==> src/core/swb_pkg.sv <==
// Package with constants and types for the status word and bank select block.
// What this block does
// - Carry captures add/subtract carry or borrow.
// - Carry ANDs, ORs, XORs with memory bit.
// - Carry set, clear, invert; skip if one.
// - Move carry to memory bit and back.
// - Carry undefined after reset until written.
// - Interrupt pushes whole status word; return pops it.
// - Skip bits updated only by execution.
// - Nesting codes: 00 all, 01 high, 10 none.
// - Acknowledge stacks nesting, then advances it.
// - Nesting bits writable by memory instructions.
// - Expand flag selects bank as address top.
// - Reset loads expand flags from word zero.
// - Vector entry loads both expand flags.
// - Expand flags settable and clearable anytime.
// - Register bank from selector when expanded.
// - Select ops load register or memory bank.
// - Bank word pushed and popped as byte.
// - Memory bank selector 4 bits, 0 or 15.
// - Both bank selectors reset to zero.
// - Status word sits at two data addresses.
// - Calls save and restore only expand flags.
package swb_pkg;
  localparam logic [11:0] SWB_ADDR_LO   = 12'hFB0;
  localparam logic [11:0] SWB_ADDR_HI   = 12'hFB1;
  localparam logic [11:0] SWB_ADDR_SEL  = 12'hF80;
  localparam logic [11:0] SWB_ADDR_MASK = 12'hF00;
  localparam int          SWB_BIT_MBE   = 7;
  localparam int          SWB_BIT_RBE   = 6;
  localparam logic [3:0]  SWB_MBS_RST   = 4'h0;
  localparam logic [1:0]  SWB_RBS_RST   = 2'h0;
  localparam logic [3:0]  SWB_BANK_HI   = 4'hF;
  localparam logic [1:0]  SWB_NEST_ALL  = 2'h0;
  localparam logic [1:0]  SWB_NEST_HIGH = 2'h1;
  localparam logic [1:0]  SWB_NEST_NONE = 2'h2;

  typedef enum logic [3:0] {
    SWB_OP_NONE  = 4'h0,
    SWB_OP_ADD_WITH_CARRY_OP  = 4'h1,
    SWB_OP_SUBTRACT_WITH_BORROW_OP  = 4'h2,
    SWB_OP_SET   = 4'h3,
    SWB_OP_CLR   = 4'h4,
    SWB_OP_INV   = 4'h5,
    SWB_OP_SKT   = 4'h6,
    SWB_OP_MOVTO = 4'h7,
    SWB_OP_MOVFR = 4'h8,
    SWB_OP_AND   = 4'h9,
    SWB_OP_OR    = 4'hA,
    SWB_OP_XOR   = 4'hB
  } swb_carry_op_t;

  typedef struct packed {
    logic       carry_bit;
    logic [2:0] skip_state_bits;
    logic [1:0] nesting_level_bits;
    logic       mem_bank_expand_flag;
    logic       reg_bank_expand_flag;
    logic [3:0] memory_bank_selector;
    logic [1:0] register_bank_selector;
    logic [7:0] rd_data;
    logic       strap_done;
  } swb_state_t;
endpackage

==> src/core/swb_status_bank.sv <==
// Status word, carry accumulator and bank selection logic of the core.
//
// Implementation choices: strobed register access and the placing of the registers.
`timescale 1ns/1ps
module swb_status_bank (
  input  wire logic                  core_clk_i,
  input  wire logic                  rst_i,
  input  wire logic [7:0]            boot_word_i,
  input  wire swb_pkg::swb_carry_op_t carry_op_i,
  input  wire logic                  alu_carry_i,
  input  wire logic                  mem_bit_i,
  input  wire logic [2:0]            skip_state_i,
  input  wire logic                  skip_state_we_i,
  input  wire logic                  irq_ack_i,
  input  wire logic [7:0]            vector_word_i,
  input  wire logic                  irq_return_i,
  input  wire logic [7:0]            irq_pop_word_i,
  input  wire logic                  call_i,
  input  wire logic                  ret_i,
  input  wire logic [1:0]            ret_flags_i,
  input  wire logic                  choose_reg_bank_i,
  input  wire logic [1:0]            reg_bank_imm_i,
  input  wire logic                  choose_mem_bank_i,
  input  wire logic                  mem_bank_hi_i,
  input  wire logic                  pop_bank_word_i,
  input  wire logic [7:0]            pop_bank_word_data_i,
  input  wire logic [11:0]           addr_i,
  input  wire logic [3:0]            wdata_i,
  input  wire logic                  wr_i,
  input  wire logic                  rd_i,
  input  wire logic [7:0]            page_addr_i,
  output logic [3:0]                 rdata_o,
  output logic                       carry_bit_o,
  output logic                       mem_bit_o,
  output logic                       skip_next_o,
  output logic [2:0]                 skip_state_o,
  output logic [1:0]                 nesting_level_o,
  output logic [7:0]                 status_push_word_o,
  output logic [1:0]                 call_push_flags_o,
  output logic [7:0]                 bank_select_word_o,
  output logic [11:0]                data_addr_o,
  output logic [1:0]                 active_reg_bank_o
);
  import swb_pkg::*;

  swb_state_t st_reg;
  swb_state_t st_next;
  logic       wr_lo;
  logic       wr_sel;

  assign wr_lo  = wr_i && (addr_i == SWB_ADDR_LO);
  assign wr_sel = wr_i && (addr_i == SWB_ADDR_SEL);

  always_comb begin
    st_next = st_reg;
    st_next.rd_data = 8'h00;
    // Strap loads one cycle after reset release, from the boot word port.
    if (!st_reg.strap_done) begin
      st_next.strap_done = 1'b1;
      st_next.mem_bank_expand_flag = boot_word_i[SWB_BIT_MBE];
      st_next.reg_bank_expand_flag = boot_word_i[SWB_BIT_RBE];
    end
    unique case (carry_op_i)
      SWB_OP_ADD_WITH_CARRY_OP, SWB_OP_SUBTRACT_WITH_BORROW_OP: st_next.carry_bit = alu_carry_i;
      SWB_OP_SET:   st_next.carry_bit = 1'b1;
      SWB_OP_CLR:   st_next.carry_bit = 1'b0;
      SWB_OP_INV:   st_next.carry_bit = ~st_reg.carry_bit;
      SWB_OP_MOVFR: st_next.carry_bit = mem_bit_i;
      SWB_OP_AND:   st_next.carry_bit = st_reg.carry_bit & mem_bit_i;
      SWB_OP_OR:    st_next.carry_bit = st_reg.carry_bit | mem_bit_i;
      SWB_OP_XOR:   st_next.carry_bit = st_reg.carry_bit ^ mem_bit_i;
      default:      st_next.carry_bit = st_reg.carry_bit;
    endcase
    // Skip bits come only from the execution unit, never from the data bus.
    if (skip_state_we_i) begin
      st_next.skip_state_bits = skip_state_i;
    end
    // Four bits at the low status address: nesting level and expand flags.
    if (wr_lo) begin
      st_next.nesting_level_bits = wdata_i[3:2];
      st_next.mem_bank_expand_flag = wdata_i[1];
      st_next.reg_bank_expand_flag = wdata_i[0];
    end
    if (wr_sel) begin
      st_next.register_bank_selector = wdata_i[1:0];
    end
    if (choose_reg_bank_i) begin
      st_next.register_bank_selector = reg_bank_imm_i;
    end
    if (choose_mem_bank_i) begin
      st_next.memory_bank_selector = mem_bank_hi_i ? SWB_BANK_HI : SWB_MBS_RST;
    end
    if (pop_bank_word_i) begin
      // Values other than 0 and 15 fold by the top bit: 8 to 14 onto bank 15, 1 to 7 onto bank 0.
      st_next.memory_bank_selector = pop_bank_word_data_i[7] ? SWB_BANK_HI : SWB_MBS_RST;
      st_next.register_bank_selector = pop_bank_word_data_i[1:0];
    end
    if (ret_i) begin
      st_next.mem_bank_expand_flag = ret_flags_i[1];
      st_next.reg_bank_expand_flag = ret_flags_i[0];
    end
    if (irq_return_i) begin
      st_next.carry_bit = irq_pop_word_i[7];
      st_next.skip_state_bits = irq_pop_word_i[6:4];
      st_next.nesting_level_bits = irq_pop_word_i[3:2];
      st_next.mem_bank_expand_flag = irq_pop_word_i[1];
      st_next.reg_bank_expand_flag = irq_pop_word_i[0];
    end
    // Acknowledge has priority; the pushed word is taken before this edge.
    if (irq_ack_i) begin
      unique case (st_reg.nesting_level_bits)
        SWB_NEST_ALL:  st_next.nesting_level_bits = SWB_NEST_HIGH;
        SWB_NEST_HIGH: st_next.nesting_level_bits = SWB_NEST_NONE;
        default:       st_next.nesting_level_bits = st_reg.nesting_level_bits;
      endcase
      st_next.mem_bank_expand_flag = vector_word_i[SWB_BIT_MBE];
      st_next.reg_bank_expand_flag = vector_word_i[SWB_BIT_RBE];
    end
    if (rd_i) begin
      unique case (addr_i)
        SWB_ADDR_LO:  st_next.rd_data = {4'h0, st_reg.nesting_level_bits,
                                         st_reg.mem_bank_expand_flag,
                                         st_reg.reg_bank_expand_flag};
        SWB_ADDR_HI:  st_next.rd_data = {4'h0, st_reg.carry_bit,
                                         st_reg.skip_state_bits};
        SWB_ADDR_SEL: st_next.rd_data = {4'h0, 2'h0, st_reg.register_bank_selector};
        default:      st_next.rd_data = 8'h00;
      endcase
    end
  end

  always_ff @(posedge core_clk_i) begin
    if (rst_i) begin
      st_reg <= '0;
      // Carry has no reset; software must write it before use.
      st_reg.carry_bit <= st_next.carry_bit;
      st_reg.memory_bank_selector <= SWB_MBS_RST;
      st_reg.register_bank_selector <= SWB_RBS_RST;
    end else begin
      st_reg <= st_next;
    end
  end

  assign rdata_o            = st_reg.rd_data[3:0];
  assign carry_bit_o        = st_reg.carry_bit;
  assign mem_bit_o          = st_reg.carry_bit;
  assign skip_next_o        = (carry_op_i == SWB_OP_SKT) && st_reg.carry_bit;
  assign skip_state_o       = st_reg.skip_state_bits;
  assign nesting_level_o    = st_reg.nesting_level_bits;
  assign status_push_word_o = {st_reg.carry_bit, st_reg.skip_state_bits,
                               st_reg.nesting_level_bits, st_reg.mem_bank_expand_flag,
                               st_reg.reg_bank_expand_flag};
  assign call_push_flags_o  = {st_reg.mem_bank_expand_flag,
                               st_reg.reg_bank_expand_flag};
  assign bank_select_word_o = {st_reg.memory_bank_selector, 2'h0,
                               st_reg.register_bank_selector};
  assign data_addr_o = st_reg.mem_bank_expand_flag ?
                       {st_reg.memory_bank_selector, page_addr_i} :
                       {page_addr_i[7] ? SWB_BANK_HI : SWB_MBS_RST, page_addr_i};
  assign active_reg_bank_o = st_reg.reg_bank_expand_flag ?
                             st_reg.register_bank_selector : 2'h0;

  bank_sel_a: assert property (@(posedge core_clk_i) disable iff (rst_i)
    (data_addr_o[11:8] == SWB_BANK_HI) || (data_addr_o[11:8] == SWB_MBS_RST))
    else $error("memory bank outside 0 and 15");
  reg_bank_a: assert property (@(posedge core_clk_i) disable iff (rst_i)
    !st_reg.reg_bank_expand_flag |-> active_reg_bank_o == 2'h0)
    else $error("register bank not fixed to zero");
  nest_adv_a: assert property (@(posedge core_clk_i) disable iff (rst_i)
    irq_ack_i && st_reg.strap_done && nesting_level_o == SWB_NEST_ALL
    |=> nesting_level_o == SWB_NEST_HIGH)
    else $error("nesting level did not advance");
  carry_set_a: assert property (@(posedge core_clk_i) disable iff (rst_i)
    carry_op_i == SWB_OP_SET && !irq_return_i |=> carry_bit_o)
    else $error("carry not set");
  carry_and_a: assert property (@(posedge core_clk_i) disable iff (rst_i)
    carry_op_i == SWB_OP_AND && !irq_return_i
    |=> carry_bit_o == ($past(carry_bit_o) & $past(mem_bit_i)))
    else $error("carry and result wrong");
  pop_bank_a: assert property (@(posedge core_clk_i) disable iff (rst_i)
    pop_bank_word_i && !choose_reg_bank_i
    |=> bank_select_word_o[1:0] == $past(pop_bank_word_data_i[1:0]))
    else $error("bank word pop lost");
  sel_zero_a: assert property (@(posedge core_clk_i) disable iff (rst_i)
    bank_select_word_o[3:2] == 2'h0)
    else $error("selector upper bits nonzero");
  ret_flags_a: assert property (@(posedge core_clk_i) disable iff (rst_i)
    ret_i && !irq_ack_i && !irq_return_i
    |=> call_push_flags_o == $past(ret_flags_i))
    else $error("return flags not restored");

  // Each carry operation that writes the carry is checked alone; an interrupt return overrides it.
  carry_clr_a: assert property (@(posedge core_clk_i) disable iff (rst_i)
    carry_op_i == SWB_OP_CLR && !irq_return_i |=> !carry_bit_o)
    else $error("carry not cleared");
  carry_inv_a: assert property (@(posedge core_clk_i) disable iff (rst_i)
    carry_op_i == SWB_OP_INV && !irq_return_i
    |=> carry_bit_o == !$past(carry_bit_o))
    else $error("carry not inverted");
  carry_or_a: assert property (@(posedge core_clk_i) disable iff (rst_i)
    carry_op_i == SWB_OP_OR && !irq_return_i
    |=> carry_bit_o == ($past(carry_bit_o) | $past(mem_bit_i)))
    else $error("carry or result wrong");
  carry_xor_a: assert property (@(posedge core_clk_i) disable iff (rst_i)
    carry_op_i == SWB_OP_XOR && !irq_return_i
    |=> carry_bit_o == ($past(carry_bit_o) ^ $past(mem_bit_i)))
    else $error("carry xor result wrong");
  carry_alu_a: assert property (@(posedge core_clk_i) disable iff (rst_i)
    (carry_op_i == SWB_OP_ADD_WITH_CARRY_OP || carry_op_i == SWB_OP_SUBTRACT_WITH_BORROW_OP) && !irq_return_i
    |=> carry_bit_o == $past(alu_carry_i))
    else $error("carry lost alu result");
  carry_move_a: assert property (@(posedge core_clk_i) disable iff (rst_i)
    carry_op_i == SWB_OP_MOVFR && !irq_return_i
    |=> carry_bit_o == $past(mem_bit_i))
    else $error("carry lost memory bit");
  skip_load_a: assert property (@(posedge core_clk_i) disable iff (rst_i)
    skip_state_we_i && !irq_return_i
    |=> skip_state_o == $past(skip_state_i))
    else $error("skip bits not loaded");
  nest_high_a: assert property (@(posedge core_clk_i) disable iff (rst_i)
    irq_ack_i && nesting_level_o == SWB_NEST_HIGH
    |=> nesting_level_o == SWB_NEST_NONE)
    else $error("nesting level did not reach none");
  vec_flags_a: assert property (@(posedge core_clk_i) disable iff (rst_i)
    irq_ack_i |=> call_push_flags_o == $past(vector_word_i[7:6]))
    else $error("vector flags not loaded");
  interrupt_return_op_all_a: assert property (@(posedge core_clk_i) disable iff (rst_i)
    irq_return_i && !irq_ack_i
    |=> status_push_word_o == $past(irq_pop_word_i))
    else $error("status word not restored");
  mem_sel_a: assert property (@(posedge core_clk_i) disable iff (rst_i)
    choose_mem_bank_i && !pop_bank_word_i
    |=> bank_select_word_o[7:4] == ($past(mem_bank_hi_i) ? SWB_BANK_HI : SWB_MBS_RST))
    else $error("memory bank select lost");
  rd_idle_a: assert property (@(posedge core_clk_i) disable iff (rst_i)
    !rd_i |=> rdata_o == 4'h0)
    else $error("read data without read");
  // The strap load must win unless a later-priority source writes the flags.
  strap_a: assert property (@(posedge core_clk_i) disable iff (rst_i)
    !st_reg.strap_done && !irq_ack_i && !wr_lo && !ret_i && !irq_return_i
    |=> call_push_flags_o == $past(boot_word_i[7:6]))
    else $error("boot flags not loaded");
endmodule

==> config.mk <==
export PLATFORM = sky130hd
export DESIGN_NAME = swb_status_bank
export DESIGN_NICKNAME = d
export VERILOG_FILES = /design/src/core/swb_pkg.sv /design/src/core/swb_status_bank.sv
export SDC_FILE = /design/constraint.sdc
export NUM_CORES = 1
export LEC_CHECK = 0
export BUFFER_PORTS_ARGS = -buffer_cell sky130_fd_sc_hd__buf_4
export CAP_MARGIN = 5
export CORE_UTILIZATION = 30
export CTS_CLUSTER_DIAMETER = 80
export DETAILED_ROUTE_END_ITERATION = 10
export MAX_ROUTING_LAYER = met4
export PLACE_DENSITY = 0.79
export SLEW_MARGIN = 30
export SYNTH_ARGS = -nofsm -noshare
export SYNTH_HDL_FRONTEND = slang
export SYNTH_SLANG_ARGS = --single-unit
==> constraint.sdc <==
create_clock -name core_clk_i -period 1.5 [get_ports core_clk_i]
set_input_delay 0.225 -clock core_clk_i [delete_from_list [all_inputs] [get_ports core_clk_i]]
set_output_delay 0.225 -clock core_clk_i [all_outputs]
set_load 0.01 [all_outputs]
Word level (Yosys, flattened, before mapping)

Cells that the tools add are included.

Eq/ne operators: 16
Bitwise gates (word level): 5
Muxes and demuxes: 19
Reductions and logical operators: 11

Operator list:

| kind                                                            | number |
|---|---|
| 12-bit == test, second input constant                           | 3 |
| 4-bit two-way mux                                               | 6 |
| 4-bit == test, second input constant                            | 4 |
| 4-bit by 3-bit == test with 1-bit output, second input constant | 3 |
| 12-bit two-way mux                                              | 1 |
| 4-bit one-hot mux with 3 select lines                           | 1 |
| 2-bit two-way mux                                               | 5 |
| 4-bit by 2-bit == test with 1-bit output, second input constant | 2 |
| 8-bit two-way mux                                               | 1 |
| 1-bit one-hot mux with 8 select lines                           | 1 |
| 6-bit two-way mux                                               | 1 |
| 3-bit nonzero test                                              | 2 |
| 5-bit by 4-bit != test with 1-bit output, second input constant | 1 |
| 4-bit by 1-bit == test with 1-bit output, second input constant | 1 |
| 2-bit one-hot mux with 2 select lines                           | 1 |
| 2-bit nonzero test                                              | 2 |
| 2-bit OR reduction                                              | 2 |
| 1-bit logical AND                                               | 3 |
| 3-bit two-way mux                                               | 1 |
| 3-bit by 1-bit != test with 1-bit output, second input constant | 1 |
| 2-bit by 1-bit == test with 1-bit output, second input constant | 1 |
| 2-bit zero test                                                 | 1 |
| 1-bit inverter                                                  | 2 |
| 2-bit AND reduction                                             | 1 |
| other kinds (4)                                                 | 4 |

Bits in registers: 19
Word-level logic and storage cells: 60
Output and inout port bits: 44
Input port bits: 82

Depth between registers and ports, before layout

Word-level depth: 6
Depth in mapped cells: 6
Gate-level depth less buffers: 6

Least setup slack after synthesis

Ideal clock, no wire load.

Path kind: register to register
From: register st_reg (netlist bit carry_bit_o)
To: register st_reg (netlist bit carry_bit_o) (data pin)
Stages on the path, launching flop included: 6
Data required time: 1.238 ns
Library setup time: 0.262 ns
Arrival time: 1.272 ns
Setup slack: -0.034 ns
Cells stage by stage: edfxtp_1 > ha_1 > mux2_1 > o21ai_1 > a211o_1 > a31oi_1

RTL lines:

| what                   | line                   | source |
|---|---|---|
| start, declared        | swb_status_bank.sv:46  | `swb_state_t st_reg;` |
| start signal, assigned | swb_status_bank.sv:140 | `st_reg <= st_next;` |

==> metrics.txt <==
status complete, no violations; Final Hold Fails 0; Clock Tree Buf Depth 2; WL/cell around 12 µm; worst-path maximum fanout 4; pwr/cell area ~650 mW/mm²; # fillers slightly below 500; switching share of power roughly 29%; max cap viols 0; Die X 72.6 µm; worst skew pair latency roughly 250 ps; Critical Path RT around 1500 ps; RSZ-0062 raised after global routing yes; P_int slightly below 1 mW; Ports about 130; max FFs per register 4; Post-Syn Area per Cell a little over 8 µm²; Peak VDD IR 0.261 mV; Post-CTS Hold Buffers 0; NetSw a little under 0.4 mW; most common cell after layout, fill and taps aside buf_4; Post-synth EDFFs 1; Yosys reg bits 16; crit start category register; GRT overflow 0; DR DRC count 0; critical path class register to register; endpoints failing setup 0; CTS tree built; vias in the first global route approximately 1300; Leak a little under 1 nW; Final Slew Violations 0; initial cell density of the core between 30% and 40%; Mapped Area around 0.0015 mm²; clock-pin slew on the worst setup and hold paths around 70 ps; Routed WL around 3800 µm; first-pass GRT wire length 5850 µm; CP endpoint kind register; post-layout util 44.4%; min Tclk post-route ~1500 ps; non-filler instance count after layout 312; placed cells a little over 300; via count between 1000 and 1500; Avg Vias per Cell 4.63; Clock Skews 3.21 ps; Distinct cells, synth 42; top_reg_cell synth dfxtp_1; Synth async-reset ratio 0%; core box area about 0.0048 mm²; root buf cell clkbuf_8; port buffer count between 90 and 100; Final GP Congestion between 0.7 and 0.8; layout overhead on the synthesized area 41.2%; Fmax achieved ~670 MHz; 1st-pass router iterations 4; antenna cells 0; clk sink count 16; Die ar. around 0.0053 mm²; sequential cell area fraction in the yosys report between 20% and 30%; final worst-path cycle share slightly below 100%; Core Rows 25; CTS buffer count 3; clock power share roughly 28%; Routed Antenna Nets 0; initial antenna violation count 0; sequential power share ~36%; post-detailed-placement half-perimeter wirelength between 3000 and 4000 µm; GRT Total Usage 14.6%; crit path DAT between 1000 and 1500 ps; drt initial violations 53; power share of the combinational group around 36%; fraction of layout cells with a size suffix above 1 between 50% and 60%; Hold/Removal Path Class primary input to register; largest net degree at the start of global routing 17; H-tree depth 1; Ys Warns 0; commonest cells after routing, fill and taps aside buf_4 (103), nor2_1 (20), mux2i_1 (15), dfxtp_1 (15), a21oi_1 (14); Final nets 330; DIE HEIGHT 72.6 µm; Cells after Synth approximately 180
-- cells in the mapped netlist (2+ instances only) --
cell type | count | area [µm²]
nor3_1 | 5 | 25.0
o211ai_1 | 2 | 15.0
dfxtp_1 | 15 | 300
mux2i_1 | 15 | 150
o41ai_1 | 2 | 17.5
nand2_1 | 5 | 18.8
a22oi_1 | 3 | 22.5
nor4_1 | 2 | 12.5
clkbuf_1 | 5 | 18.8
o21ai_1 | 3 | 15.0
nand3_1 | 3 | 15.0
nor4_4 | 2 | 42.5
nor2_1 | 20 | 75.1
inv_1 | 5 | 18.8
o31ai_1 | 2 | 15.0
o21ai_0 | 5 | 25.0
and2_1 | 5 | 31.3
nor2b_1 | 4 | 25.0
nand4b_1 | 2 | 17.5
ha_1 | 2 | 25.0
nand2b_1 | 3 | 18.8
a21oi_1 | 14 | 70.1
buf_4 | 39 | 293
-- final timing paths --
| path | start | slack (ps) | cells after the start | endpoint |
|---|---|---|---|---|
| hold / removal | pop_bank_word_data_i[7] | 210 | 3 | bank_select_word_o[6]$_SDFFE_PP0P_ |
| hold reg to reg | bank_select_word_o[0]$_SDFFE_PP0P_ | 510 | 2 | bank_select_word_o[0]$_SDFFE_PP0P_ |
| setup reg to reg | carry_bit_o$_DFFE_PP_ | 20 | 5 | carry_bit_o$_DFFE_PP_ |
| setup / recovery | carry_bit_o$_DFFE_PP_ | 20 | 5 | carry_bit_o$_DFFE_PP_ |
-- kinds of logic (layout without fill, tap and decap cells) --
kind of cell,Yosys count,in the layout,share of synthesized area [%]
AND/OR/NAND/NOR,58,58,25.0
buffers and inverters,51,113,23.1
AO/OA/AOI/OAI,37,37,16.2
multiplexers,17,17,11.6
flip-flops,16,16,22.1
adder cells (fa/ha/maj),2,2,1.67
other,1,2,0.251
-- what timing repair did --
item | in CTS | in global routing
hold endpoints to repair | 0 | 0
gates resized for setup | 1 | 4
setup endpoints to repair | 1 | 1
cloned | 0 | 0
setup buffers | 4 | 0
pin swaps | 1 | 6
-- stage by stage --
stage               setup TNS (ps)  area (µm²)  total power, mW  setup slack (ps)  hold WS (ps)
floorplan                    -3.98        1500            0.787             -3.98           364
global placement             -30.4        2010            0.957             -26.1           450
detailed placement            -146        2010            0.970             -50.4           450
CTS                              0        2090             1.37              9.38           207
global route                 -59.6        2110             1.46             -59.6           223
finish                           0        2110             1.37              15.0           205
-- layout make-up --
class / count / area (µm²) / share of cell area (%)
timing repair buffer: 103 / 773 / 36.7
multi-input combinational: 116 / 845 / 40.0
tap: 67 / 83.8 / 3.97
sequential: 16 / 330 / 15.7
clock buffer: 4 / 55.1 / 2.61
inverter: 6 / 22.5 / 1.07
-- metal layers --
metal  track usage, %  vias to the layer above  part of all wire (%)
met5                -                        -                     0
met1             17.8                      647                    44
met2             25.3                       62                    49
li1                 -                      733                     -
met3             1.11                        2                   5.7
met4             4.58                        0                  0.94
-- critical path, cell delays in order, from the launching register on --
cell and delay (ps):
edfxtp_1 450, ha_2 210, mux2_4 260, o21ai_2 110
a211o_1 130, a31oi_1 70
-- power by group through the flow --
stage | clock, mW | combinational (mW) | sequential [mW]
floorplan | 0 | 0.296 | 0.491
global placement | 0 | 0.459 | 0.498
detailed placement | 0 | 0.471 | 0.499
CTS | 0.391 | 0.491 | 0.488
global route | 0.419 | 0.544 | 0.493
finish | 0.382 | 0.498 | 0.489
Power figures use the tool's default switching activity.
